### src/rtl/imd_pkg.sv
package imd_pkg;
  // Register word indices; byte address is four times the index
  localparam logic [11:0] IDX_STATUS_MASK_TWO = 12'h739;
  localparam logic [11:0] IDX_OUTPUT_CONTROL = 12'h740;
  localparam logic [11:0] IDX_DEBOUNCE_CONTROL = 12'h748;
  localparam logic [11:0] IDX_EVENT_STATUS = 12'h750;
  localparam logic [11:0] IDX_RAW_STATUS = 12'h751;
  localparam int ADDR_W = 14;
  localparam int REG_W = 16;
  // Field positions
  localparam int BIT_MIC = 1;
  localparam int BIT_TSHUT = 0;
  localparam int BIT_GLOBAL = 0;
  localparam int BIT_TWARN = 5;
  // Reset values
  localparam logic [15:0] RST_STATUS_MASK_TWO = 16'h0003;
  localparam logic [15:0] RST_OUTPUT_CONTROL = 16'h0000;
  localparam logic [15:0] RST_DEBOUNCE_CONTROL = 16'h003f;
  // De-bounce time and its cycle count at 40 MHz
  localparam int DEBOUNCE_US = 100;
  localparam int CLOCK_MHZ = 40;
  localparam int DEBOUNCE_CYCLES = DEBOUNCE_US * CLOCK_MHZ;
  localparam int CNT_W = 13;
endpackage : imd_pkg

### src/rtl/imd_debounce.sv
`timescale 1ns/1ps
`default_nettype none
module imd_debounce (
  // Clock and reset
  input wire logic clock,
  input wire logic resetn,
  // Control
  input wire logic enable,
  // Level from the synchroniser and its filtered copy
  input wire logic raw_in,
  output logic level_out
);
  logic [imd_pkg::CNT_W-1:0] count;

  // Output follows input on the next edge, or only after it has held steady
  always_ff @(posedge clock or negedge resetn) begin
    if (!resetn) begin
      count <= '0;
      level_out <= 1'b0;
    end else if (!enable || raw_in == level_out) begin
      count <= '0;
      level_out <= raw_in;
    end else if (count == imd_pkg::CNT_W'(imd_pkg::DEBOUNCE_CYCLES - 1)) begin
      count <= '0;
      level_out <= raw_in;
    end else begin
      count <= count + 1'b1;
    end
  end
endmodule : imd_debounce
`default_nettype wire

### src/rtl/imd_irq_ctrl.sv
// Contract
// - Mask bit 1 of the second status mask register blocks the mic-detect interrupt when 1 and resets to 1.
// - Mask bit 0 of the second status mask register blocks the thermal-shutdown interrupt when 1, reset 1.
// - Bit 0 of the interrupt control register suppresses the interrupt output when 1 and resets to 0.
// - De-bounce control bits 5 and 0 enable de-bounce of thermal warning and shutdown, both reset to 1.
// - The raw thermal-shutdown flag is 1 above the shutdown level and 0 below, resetting to 0.
//
// Design decision made here: register access over Avalon-MM.
`timescale 1ns/1ps
`default_nettype none
module imd_irq_ctrl (
  // Clock and reset
  input wire logic clock,
  input wire logic resetn,
  // Avalon-MM slave
  input wire logic [imd_pkg::ADDR_W-1:0] avs_address,
  input wire logic avs_read,
  input wire logic avs_write,
  input wire logic [31:0] avs_writedata,
  input wire logic [3:0] avs_byteenable,
  output logic [31:0] avs_readdata,
  output logic avs_waitrequest,
  output logic [1:0] avs_response,
  // Asynchronous event pins
  input wire logic mic_detect_in,
  input wire logic thermal_shutdown_in,
  input wire logic thermal_warning_in,
  // Filtered thermal warning for the rest of the codec
  output logic thermal_warning_level,
  // Interrupt request to the host
  output logic irq
);
  logic [15:0] irq_status_mask_two;
  logic [15:0] irq_output_control;
  logic [15:0] irq_debounce_control;
  logic [1:0] event_status;
  logic [2:0] sync_a;
  logic [2:0] sync_b;
  logic thermal_shutdown_raw_flag;
  logic mic_level;
  logic [1:0] source_level;
  logic ack;
  logic [11:0] index;
  logic hit;
  logic sel_mask_two;
  logic sel_output_control;
  logic sel_debounce_control;
  logic sel_event_status;
  logic sel_raw_status;
  logic mic_pending;
  logic tshut_pending;
  logic wr_stb;
  logic [15:0] wdata;
  logic [15:0] next_rdata;
  logic [1:0] set_events;

  // Named control fields of the configuration registers
  wire mic_detect_irq_mask = irq_status_mask_two[imd_pkg::BIT_MIC];
  wire thermal_shutdown_irq_mask = irq_status_mask_two[imd_pkg::BIT_TSHUT];
  wire irq_output_global_mask = irq_output_control[imd_pkg::BIT_GLOBAL];
  wire thermal_warning_debounce_en = irq_debounce_control[imd_pkg::BIT_TWARN];
  wire thermal_shutdown_debounce_en = irq_debounce_control[imd_pkg::BIT_TSHUT];

  // Two-stage synchronisers for the pins; only the second stage is read,
  // so a metastable first stage never reaches the decode or the filters,
  // and every pin sees the same two cycles of delay
  always_ff @(posedge clock or negedge resetn) begin
    if (!resetn) begin
      sync_a <= 3'h0;
      sync_b <= 3'h0;
    end else begin
      sync_a <= {thermal_warning_in, thermal_shutdown_in, mic_detect_in};
      sync_b <= sync_a;
    end
  end

  // Microphone detect is synchronised only, never filtered
  assign mic_level = sync_b[0];

  // Optional de-bounce on the thermal sources; a disabled filter passes the
  // synchronised level on with one register of delay, so event timing only
  // grows by the filter time when de-bounce is enabled
  imd_debounce u_db_tshut (
    .clock(clock),
    .resetn(resetn),
    .enable(thermal_shutdown_debounce_en),
    .raw_in(sync_b[1]),
    .level_out(thermal_shutdown_raw_flag)
  );

  // Filtered warning level leaves the block; it raises no interrupt here
  imd_debounce u_db_twarn (
    .clock(clock),
    .resetn(resetn),
    .enable(thermal_warning_debounce_en),
    .raw_in(sync_b[2]),
    .level_out(thermal_warning_level)
  );

  // Levels whose rising edges raise the sticky event bits
  assign source_level[imd_pkg::BIT_MIC] = mic_level;
  assign source_level[imd_pkg::BIT_TSHUT] = thermal_shutdown_raw_flag;

  // One rising-edge detector per source; the history resets to the idle low
  // level of the pins, so releasing reset cannot fake an event
  genvar src;
  generate
    for (src = 0; src < $bits(set_events); src++) begin : g_edge
      logic prev;
      always_ff @(posedge clock or negedge resetn) begin
        if (!resetn) begin
          prev <= 1'b0;
        end else begin
          prev <= source_level[src];
        end
      end
      assign set_events[src] = source_level[src] & ~prev;
    end
  endgenerate

  // Word index and register selects
  assign index = avs_address[imd_pkg::ADDR_W-1:2];
  assign sel_mask_two = (index == imd_pkg::IDX_STATUS_MASK_TWO);
  assign sel_output_control = (index == imd_pkg::IDX_OUTPUT_CONTROL);
  assign sel_debounce_control = (index == imd_pkg::IDX_DEBOUNCE_CONTROL);
  assign sel_event_status = (index == imd_pkg::IDX_EVENT_STATUS);
  assign sel_raw_status = (index == imd_pkg::IDX_RAW_STATUS);
  assign hit = sel_mask_two | sel_output_control | sel_debounce_control | sel_event_status | sel_raw_status;

  // One wait cycle per access: waitrequest drops in the cycle after the request
  // is first seen, and the write strobe fires on the edge that samples it low
  assign avs_waitrequest = (avs_read | avs_write) & ~ack;
  assign wr_stb = avs_write & ack;
  assign wdata = avs_writedata[15:0];

  // Write mask honouring the two low byte lanes; the upper lanes carry
  // no register bits, since every register here is sixteen bits wide
  function automatic logic [15:0] imd_merge(input logic [15:0] old, input logic [15:0] val, input logic [3:0] be);
    logic [15:0] r;
    r = old;
    if (be[0]) r[7:0] = val[7:0];
    if (be[1]) r[15:8] = val[15:8];
    return r;
  endfunction : imd_merge

  // Acknowledge one cycle after the request is seen, cleared on the answering
  // edge so that back-to-back requests each get their own wait cycle
  always_ff @(posedge clock or negedge resetn) begin
    if (!resetn) ack <= 1'b0;
    else ack <= (avs_read | avs_write) & ~ack;
  end

  // Configuration registers; reserved bits are kept exactly as written, so
  // software that keeps them at their reset value reads that value back
  always_ff @(posedge clock or negedge resetn) begin
    if (!resetn) begin
      irq_status_mask_two <= imd_pkg::RST_STATUS_MASK_TWO;
      irq_output_control <= imd_pkg::RST_OUTPUT_CONTROL;
      irq_debounce_control <= imd_pkg::RST_DEBOUNCE_CONTROL;
    end else if (wr_stb) begin
      if (sel_mask_two) begin
        irq_status_mask_two <= imd_merge(irq_status_mask_two, wdata, avs_byteenable);
      end
      if (sel_output_control) begin
        irq_output_control <= imd_merge(irq_output_control, wdata, avs_byteenable);
      end
      if (sel_debounce_control) begin
        irq_debounce_control <= imd_merge(irq_debounce_control, wdata, avs_byteenable);
      end
    end
  end

  // Sticky event bits, write one to clear; an event in the clearing cycle
  // survives the clear, so no edge is lost to a late acknowledge
  always_ff @(posedge clock or negedge resetn) begin
    if (!resetn) begin
      event_status <= 2'h0;
    end else if (wr_stb && sel_event_status && avs_byteenable[0]) begin
      event_status <= (event_status & ~wdata[1:0]) | set_events;
    end else begin
      event_status <= event_status | set_events;
    end
  end

  // Read mux
  always_comb begin
    next_rdata = 16'h0000;
    case (index)
      imd_pkg::IDX_STATUS_MASK_TWO: next_rdata = irq_status_mask_two;
      imd_pkg::IDX_OUTPUT_CONTROL: next_rdata = irq_output_control;
      imd_pkg::IDX_DEBOUNCE_CONTROL: next_rdata = irq_debounce_control;
      imd_pkg::IDX_EVENT_STATUS: next_rdata = {14'h0000, event_status};
      imd_pkg::IDX_RAW_STATUS: next_rdata = {14'h0000, mic_level, thermal_shutdown_raw_flag};
      default: next_rdata = 16'h0000;
    endcase
  end

  // Read data and response, loaded on the first edge of a request and held
  // until the next request, so the master may take them on its sample edge
  always_ff @(posedge clock or negedge resetn) begin
    if (!resetn) begin
      avs_readdata <= 32'h0000_0000;
      avs_response <= 2'h0;
    end else if ((avs_read | avs_write) && !ack) begin
      avs_readdata <= {16'h0000, next_rdata};
      avs_response <= hit ? 2'h0 : 2'h3;
    end
  end

  // Per-source pending terms behind their own masks
  assign mic_pending = event_status[imd_pkg::BIT_MIC] & ~mic_detect_irq_mask;
  assign tshut_pending = event_status[imd_pkg::BIT_TSHUT] & ~thermal_shutdown_irq_mask;

  // Interrupt output, registered so that the host sees a glitch-free level
  always_ff @(posedge clock or negedge resetn) begin
    if (!resetn) begin
      irq <= 1'b0;
    end else begin
      irq <= ~irq_output_global_mask & (mic_pending | tshut_pending);
    end
  end
endmodule : imd_irq_ctrl
`default_nettype wire

### config.mk
export PLATFORM = sky130hd
export DESIGN_NAME = imd_irq_ctrl
export DESIGN_NICKNAME = d
export VERILOG_FILES = /design/src/rtl/imd_pkg.sv /design/src/rtl/imd_debounce.sv /design/src/rtl/imd_irq_ctrl.sv
export SDC_FILE = /design/constraint.sdc
export NUM_CORES = 1
export LEC_CHECK = 0
export ABC_CLOCK_PERIOD_IN_PS = 2060
export BUFFER_PORTS_ARGS = -buffer_cell sky130_fd_sc_hd__buf_4
export CAP_MARGIN = 20
export CORE_AREA = 2 2 93 113
export CTS_CLUSTER_SIZE = 28
export DETAILED_ROUTE_END_ITERATION = 10
export DIE_AREA = 0 0 95 115
export PLACE_DENSITY = 0.84
export SLEW_MARGIN = 20
export SYNTH_ARGS = -nofsm -noshare
export SYNTH_HDL_FRONTEND = slang
export SYNTH_SLANG_ARGS = --single-unit
### constraint.sdc
create_clock -name clock -period 2.06 [get_ports clock]
set_input_delay 0.309 -clock clock [delete_from_list [all_inputs] [get_ports clock]]
set_output_delay 0.309 -clock clock [all_outputs]
set_load 0.01 [all_outputs]
* After elaboration in Yosys (flattened, before gate mapping)
Index checks and enable logic that the tools add are counted.
Storage, ports and cells: flip-flop bits (word level) 106, input port bits 57, output and inout bits 37, logic and storage cells 80
Operators by class: add/subtract/negate cells 2, equal/unequal tests 9, multiplexer cells 11, bitwise gates (word level) 23, reductions and logical operators 16
Operators by type and width (count):
- $pmux 16 s5 | 1
- $eq 12x11->1 const B | 5
- $mux 13 | 4
- $add 13x1->13 const B | 2
- $eq 13x12->1 const B | 2
- $reduce_and 3->1 | 6
- $and 1x1->1 | 7
- $not 1->1 | 6
- $or 1x1->1 | 6
- $mux 1 | 4
- $mux 2 | 2
- $or 2x2->2 | 2
- $reduce_bool 2->1 | 2
- $logic_and 1x1->1 | 3
- $logic_not 1->1 | 3
- $and 2x2->2 | 1
- $eq 1x1->1 | 2
- $logic_or 1x1->1 | 2
- $not 2->2 | 1

* Logic depth before layout (Yosys ltp)
Gate-level depths: netlist of run 1.
depth in word-level cells 6, gate-level depth with buffers 6, depth with buffers taken out 5

* Hierarchy
From an unflattened synthesis of run 1, not the netlist that was laid out.
Second synthesis, totals: cells, all modules 400, area, all modules 4833.4 um^2
By module, submodules not included:
- imd_irq_ctrl | instances 1, cells each 268, area each 3497.1 um^2, sequential area each 1936.9 um^2
- imd_debounce at u_db_tshut | instances 1, cells each 67, area each 671.9 um^2, sequential area each 350.3 um^2
- imd_debounce at u_db_twarn | instances 1, cells each 65, area each 664.4 um^2, sequential area each 350.3 um^2

* Worst setup path before layout of run 1
Ideal clock, no wire load.
path kind flip-flop to flip-flop, from reg u_db_tshut.count[5] (netlist bit), to reg u_db_tshut.level_out, library setup time 0.125 ns, arrival time 1.825 ns, data required time 1.935 ns, setup slack 0.110 ns, stages on the path, launching flop included 5, path buffers 0, period minus slack after synthesis 1.950 ns, cell sequence dfrtp_1 or4b_2 or3_1 nand2_1 mux2_2
On the way: cells in the longest elaborated chain, start to end 2
RTL lines:
- start: declaration | line imd_debounce.sv:13 | logic [imd_pkg::CNT_W-1:0] count;
- start signal: assignment | line imd_debounce.sv:27 | count <= count + 1'b1;
- $eq 13x12->1 | line imd_debounce.sv:23 | end else if (count == imd_pkg::CNT_W'(imd_pkg::DEBOUNCE_CYCLES - 1)) begin
- $reduce_bool 2->1 (no source line)
- end signal: assignment | line imd_debounce.sv:22 | level_out <= raw_in;
- end signal: assignment | line imd_debounce.sv:25 | level_out <= raw_in;
- end: declaration | line imd_debounce.sv:11 | output logic level_out
No other way between the ends. A chain may end at the register's enable or synchronous reset.

* Worst setup path in the final report of run 1
Same ends and word-level chain as after synthesis.

==> results of run 1 <==
==> path summary, 6_finish.rpt <==
check,endpoint,slack [ps],cells after the start
worst min register to register,sync_b[0]$_DFF_PN0_,350,0
min in group clock,sync_a[2]$_DFF_PN0_,70,1
max in group asynchronous,irq_debounce_control[14]$_DFFE_PN0P_,1630,2
worst max-delay path,u_db_tshut.level_out$_DFFE_PN0P_,60,4
worst max register to register,u_db_tshut.level_out$_DFFE_PN0P_,60,4
worst min-delay path,u_db_tshut.count[9]$_DFF_PN0_,20,2
==> where the power goes <==
part           switching [mW]  total (mW)  internal [mW]
clock network           0.759        1.60          0.837
registers              0.0113        2.09           2.08
logic                   0.137       0.233         0.0958
==> kinds of logic after synthesis <==
| logic type | Yosys count | share of synthesized area, % |
|---|---|---|
| AOI/OAI and AO/OA | 38 | 5.56 |
| xor gates and xnor gates | 24 | 4.49 |
| adders and majority gates | 2 | 0.534 |
| buffers and inverters | 38 | 4.51 |
| DFF | 105 | 56.3 |
| muxes | 69 | 16.2 |
| other | 1 | 0.0801 |
| and+or+nand+nor | 105 | 12.3 |
==> final cells by class <==
class / instances / area, sq um
clock buffer: 10 / 229
multi-input combinational: 254 / 1900
clock inverter: 6 / 50.0
inverter: 11 / 41.3
sequential: 105 / 2640
tap: 126 / 158
fill: 800 / 4200
timing repair buffer: 81 / 646
==> metrics by stage <==
step / hold slack [ps] / area (sq um)
2_1_floorplan: 13.4 / 4740
3_3_place_gp: 335 / 5370
3_5_place_dp: 339 / 5370
6_report: 19.3 / 5660
4_1_cts: 41.7 / 5650
5_1_grt: 54.6 / 5660
==> layout by cell type (no fill, tap or decap), drive strengths merged, types with 3 or more instances in the layout <==
cell type  netlist  layout
a21oi            5       5
a32oi           13      13
buf             21      81
clkbuf           6      10
conb             1      16
dfrtp           97      97
dfstp            8       8
inv             11      14
mux2            55      55
mux2i           14      14
nand2           15      15
nand3           20      20
nand4            4       4
nor2            32      32
nor3             9       9
nor3b            3       3
nor4             6       6
o21ai           14      14
or2              3       3
xnor2           17      17
xor2             7       7
==> registers in the layout (all words and copies together), names as in the netlist, 2 cells and up <==
name and flops:
irq_debounce_control 16, irq_output_control 16, g_edge.prev 2, sync_a 3, sync_b 3, u_db_tshut.count 13
irq_status_mask_two 16, avs_readdata 16, event_status 2, u_db_twarn.count 13
==> layer usage <==
layer	part of all wire, %	up-vias	track usage (%)
met5	0	-	0
met4	1.6	0	7.92
met3	4.1	14	4.19
met2	54	59	34.5
met1	41	1609	22.8
li1	-	1487	-
==> repair_timing <==
item | in CTS | in global routing
gates resized for setup | 0 | 1
endpoints found under the setup margin | 0 | 10
hold buffers | 0 | 0
==> results.ini, run 1 <==
[clock_tree]
cts_sinks = 105
cts_tree = built
post-cts-setup-buffers = 0
cts_root_buf = clkbuf_16
cts_max_level = 3
clk_latency_ps = 340
cts_buffers = 9
clk_pin_slew_ps = 70
clockBufferDepth = 2

[layout]
nNetsFinal = 521
area.growth.synth_to_final_pct = 20.8
drive_gt1_share_pct = 36.2
final_util_pct = 57.4
antenna_cells = 0
instances_no_fill = 593

[sta]
setup_viol = 0
rsz0062_at_grt = false
setup_ws_ps = 61.5
fmax_mhz = 500
period_needed_ps = 2000
max-slew-margin-rel_pct = 63.8
tightestPinTransition_ps = 543
hold_violations = 0
slew_violations = 0
timing.final.crit_share_pct = 97.0
tns_ps = 0
clock_skew_ps = 6.43

[worst_setup_path]
critical_path.slowest_cell = or4b_2
startpoint_type = flip-flop
cpPeakStageDelay_ps = 650
crit_path_end_kind = flip-flop
crit_type = reg -> reg
crit_path_start = u_db_tshut.count[5]$_DFF_PN0_
worst-path-buf-inv = 0
crit_path_max_fanout = 2
r2r_start = u_db_tshut.count[5]$_DFF_PN0_
critPathArrivalTime_ps = 2230
crit_family = simple AND/OR/NAND/NOR gates
cp_cell_sequence = or4b_2, or3_1, nand2_1, mux2_2
cp.required_ps = 2290

[floorplan]
fp.dieH_um = 115
coreArea_sq_um = 9860
die_width_um = 95
rows = 40
ioPinCount = 94
initial_core_util_pct = 47.5
die-area_sq_um = 10900

[global_route]
grt_pass1_wl_um = 16200
antenna_found_initial = 0
grt_pass1_vias = 3332
overflow = 0
grt_max_degree = 106
grt.total_usage_pct = 19.5

[routing]
drt-pass1-iter-count = 4
drt_iter0_drc = 169
route.detailed.drc = 0
ant_nets = 0
viasPerCell = 5.34
routed_wl_um = 9910
vias = 3169
wl_per_cell_um = 16.7

[synthesis]
synth.top_cells.by_count = dfrtp_1 (97), mux2_2 (55), nor2_1 (32), nand3_1 (20)
netlist_area_sq_um = 4680
yosys_register_bits = 105
synth_top_area_cell = dfrtp_1
ys_seq_area_share_pct = 56.3
syn_inst = 382
ys_types = 42
synth_edf_count = 0
async_reset_ff_share_pct = 100
yosys.area.top_type_share_pct = 51.8
synth-main-ff-cell = dfrtp_1
synthTopCellsByArea = dfrtp_1 (52%), mux2_2 (13%), dfstp_2 (4.5%)
yosysMostFrequentCell = dfrtp_1
yosysWarningCount = 0
synth.avg_cell_area_sq_um = 12.3

[power]
p_per_area_nw_per_um2 = 693
vdd_drop_max_v = 0.000444
power_mw = 3.92
leakage_nw = 2.63

[placed_design]
place.gp.congestion = 0.803
placed_cells = 577
place_ws_ps = -45.8
dp_hpwl_um = 6880
io_buffers = 57

[hold_path]
worst_hold_path_type = in -> async

[run]
cap_violations = 0

[outcome]
outcome = finished clean

(Power assumes the default switching activity.)
==> run 2: changes to the inputs <==
Settings changed: PLACE_DENSITY 0.84 to 0.86, SYNTH_HIERARCHICAL set to 1.
==> run 2 against run 1 <==
  * Design area increased by 3.0%
  * Via count is 2.4% higher
  * Synthesized area is 3.2% higher
  * Setup slack better by 200 ps
  * Fmax is 11% higher
  * First-iteration DRC count is 10% lower
  * Die area is the same
  * Register-to-register slack improved by 200 ps
  * Largest cell class unchanged
==> results.ini, run 2 <==
[sta]
hold_violations = 0  ; unchanged
period_needed_ps = 1800  ; was 2000 ps
tns_ps = 0  ; unchanged
fmax_mhz = 555  ; was 500 MHz
slew_violations = 0  ; unchanged
clock_skew_ps = 7.65  ; was 6.43 ps
setup_viol = 0  ; unchanged
timing.final.crit_share_pct = 87.4  ; was 97.0%
rsz0062_at_grt = false  ; unchanged

[clock_tree]
ctsResizeCount = 0  ; unchanged
cts_max_level = 3  ; unchanged
clk_latency_ps = 350  ; was 340 ps
clockBufferDepth = 2  ; unchanged
cts_buffers = 9  ; unchanged
clk_pin_slew_ps = 70  ; about the same
cts_tree = built  ; unchanged
cts_sinks = 105  ; unchanged
cts_root_buf = clkbuf_16  ; unchanged

[floorplan]
coreArea_sq_um = 9860  ; unchanged
die_width_um = 95  ; unchanged
ioPinCount = 94  ; unchanged
fp.dieH_um = 115  ; unchanged
initial_core_util_pct = 49.0  ; was 47.5%
rows = 40  ; unchanged
die-area_sq_um = 10900  ; unchanged

[worst_setup_path]
cp.required_ps = 2300  ; was 2290 ps
crit_path_start = u_db_twarn/count[5]$_DFF_PN0_  ; was u_db_tshut.count[5]$_DFF_PN0_
cp_cell_sequence = or4b_1, or3_4, nand2_2, mux2_4  ; was or4b_2, or3_1, nand2_1, mux2_2
critical_path.slowest_cell = or4b_1  ; was or4b_2
r2r_start = u_db_twarn/count[5]$_DFF_PN0_  ; was u_db_tshut.count[5]$_DFF_PN0_
worst-path-buf-inv = 0  ; unchanged
crit_path_end_kind = flip-flop  ; unchanged
critPathArrivalTime_ps = 2040  ; was 2230 ps
startpoint_type = flip-flop  ; unchanged
crit_path_max_fanout = 5  ; was 2
cpPeakStageDelay_ps = 540  ; was 650 ps
crit_type = reg -> reg  ; unchanged
crit_family = simple AND/OR/NAND/NOR gates  ; unchanged

[global_route]
grt_pass1_vias = 3405  ; was 3,332
antenna_found_initial = 0  ; unchanged
overflow = 0  ; unchanged
grt_max_degree = 68  ; was 106
grt_pass1_wl_um = 16500  ; was 16,200 um
grt.total_usage_pct = 19.8  ; was 19.5%

[run]
cap_violations = 0  ; unchanged

[routing]
viasPerCell = 5.32  ; was 5.34
wl_per_cell_um = 16.3  ; was 16.7 um
vias = 3244  ; was 3,169
ant_nets = 0  ; unchanged
route.detailed.drc = 0  ; unchanged
drt_iter0_drc = 152  ; was 169
routed_wl_um = 9940  ; was 9910 um
drt-pass1-iter-count = 4  ; unchanged

[synthesis]
synth-main-ff-cell = dfrtp_1  ; unchanged
synthTopCellsByArea = dfrtp_1 (50%), mux2_2 (7.5%), mux2_4 (5.3%)  ; was dfrtp_1 (52%), mux2_2 (13%), dfstp_2 (4.5%)
yosysMostFrequentCell = dfrtp_1  ; unchanged
synth.avg_cell_area_sq_um = 12.1  ; was 12.3 sq um
netlist_area_sq_um = 4830  ; was 4680 sq um
yosys.area.top_type_share_pct = 50.2  ; was 51.8%
ys_seq_area_share_pct = 54.6  ; was 56.3%
yosysWarningCount = 6  ; was 0
synth_edf_count = 0  ; unchanged
syn_inst = 400  ; was 382
yosys_register_bits = 105  ; unchanged
ys_types = 52  ; was 42
async_reset_ff_share_pct = 100  ; unchanged
synth_top_area_cell = dfrtp_1  ; unchanged
synth.top_cells.by_count = dfrtp_1 (97), nand2_1 (40), nor2_1 (36), mux2_2 (32)  ; was dfrtp_1 (97), mux2_2 (55), nor2_1 (32), nand3_1 (20)

[layout]
area.growth.synth_to_final_pct = 20.5  ; was 20.8%
nNetsFinal = 538  ; was 521
final_util_pct = 59.1  ; was 57.4%
final_common_cell = dfrtp_1  ; unchanged
register_area_sq_um = 2640  ; unchanged
final_cell_mix = dfrtp_1 (97), buf_4 (79), nand2_1 (40)  ; was dfrtp_1 (97), buf_4 (78), mux2_2 (55)
antenna_cells = 0  ; unchanged
n_fill_cell = 781  ; was 800
design_area_sq_um = 5830  ; was 5660 sq um
multiInputGateArea_sq_um = 2030  ; was 1900 sq um
drive_gt1_share_pct = 35.3  ; was 36.2%

[power]
p_per_area_nw_per_um2 = 711  ; was 693 nW/um^2
switchingPower_mw = 0.932  ; was 0.908 mW
pwr-share-seq_pct = 50.7  ; was 53.3%
p_int_mw = 3.21  ; was 3.01 mW
leakage_nw = 2.71  ; was 2.63 nW
switching_share_pct = 22.5  ; was 23.2%
power_frac_clock_pct = 42.7  ; was 40.7%
combPwrFrac_pct = 6.6  ; was 5.9%
vdd_drop_max_v = 0.000344  ; was 0.000444 V

[hold_path]
hp-start = mic_detect_in
worst_hold_path_type = in -> reg  ; was in -> async

[placed_design]
place_area_sq_um = 5500  ; was 5370 sq um
io_buffers = 57  ; unchanged
dp_hpwl_um = 7230  ; was 6880 um
place.gp.congestion = 0.797  ; was 0.803

[outcome]
outcome = finished clean  ; unchanged

-- run 2: changes by cell type in the layout (fill, tap and decap cells not counted), moves of 12 or more --
cell / change
a221o_1: +14
a32oi_1: -13
mux2_2: -23
mux2_4: +17
mux2i_1: -12
nand2_1: +25
o21ai_0: -12
o31ai_1: +15
-- run 2: power by group through the flow --
stage | Clock, mW | Combinational [mW] | Sequential (mW)
2_1_floorplan | 0 | 0.114 | 2.14
3_3_place_gp | 0 | 0.268 | 2.14
3_5_place_dp | 0 | 0.274 | 2.14
4_1_cts | 1.80 | 0.277 | 2.10
5_1_grt | 1.89 | 0.302 | 2.10
6_report | 1.77 | 0.273 | 2.10
-- run 2: layout make-up --
| class | instances | share of cell area [%] |
|---|---|---|
| Clock buffer | 11 | 4.34 |
| Clock inverter | 5 | 1.03 |
| Inverter | 6 | 0.387 |
| Multi-Input combinational cell | 274 | 34.9 |
| Sequential cell | 105 | 45.3 |
| Tap cell | 126 | 2.71 |
| Timing Repair Buffer | 83 | 11.4 |
-- run 2: per-layer routing --
metal  GRT usage (%)  part of all wire (%)  vias up
met3            3.60                   4.0       19
li1                -                     -     1542
met5               0                     0        -
met4            10.5                   1.9        0
met1            25.7                    44     1602
met2            31.6                    50       81
-- run 2: worst paths after layout --
check / end / slack (ps) / cells after the start
max reg2reg: u_db_twarn/level_out$_DFFE_PN0P_ / 260 / 4
max: u_db_twarn/level_out$_DFFE_PN0P_ / 260 / 4
max in group asynchronous: irq_debounce_control[4]$_DFFE_PN1P_ / 880 / 3
min reg2reg: sync_b[1]$_DFF_PN0_ / 350 / 0
min: sync_a[0]$_DFF_PN0_ / 60 / 1
min in group asynchronous: u_db_twarn/count[6]$_DFF_PN0_ / 450 / 2
-- run 2: kinds of logic (layout without fill, tap and decap cells) --
logic type	Yosys count	count (layout)	synth area share, %
mux	52	52	13.4
fa+ha+maj	2	2	0.518
xor+xnor	24	24	4.35
flops	105	105	54.6
buf+inv	36	105	4.56
compound gates	42	42	6.94
other cells	1	16	0.0776
simple gates	138	138	15.6
-- run 2: worst register-to-register path, delay by kind of cell (launching register included) --
kind	cells	cell delay (ps)
flops	1	420
mux	1	290
simple gates	3	980
-- run 2: through the flow --
| stage | worst slack (ps) | power, mW | hold WS, ps | std cells |
|---|---|---|---|---|
| after floorplan | 256 | 2.26 | 13.4 | 415 |
| after global placement | 51.4 | 2.41 | 288 | 593 |
| after detailed placement | 27.6 | 2.41 | 299 | 593 |
| after CTS | 254 | 4.18 | 49.7 | 610 |
| after global routing | 179 | 4.29 | 48.0 | 610 |
| final | 259 | 4.14 | 59.6 | 610 |
-- run 2: repair_timing --
item	in CTS	in global routing
hold endpoints to repair	28	0
buffers inserted	0	0
hold buffers	1	0
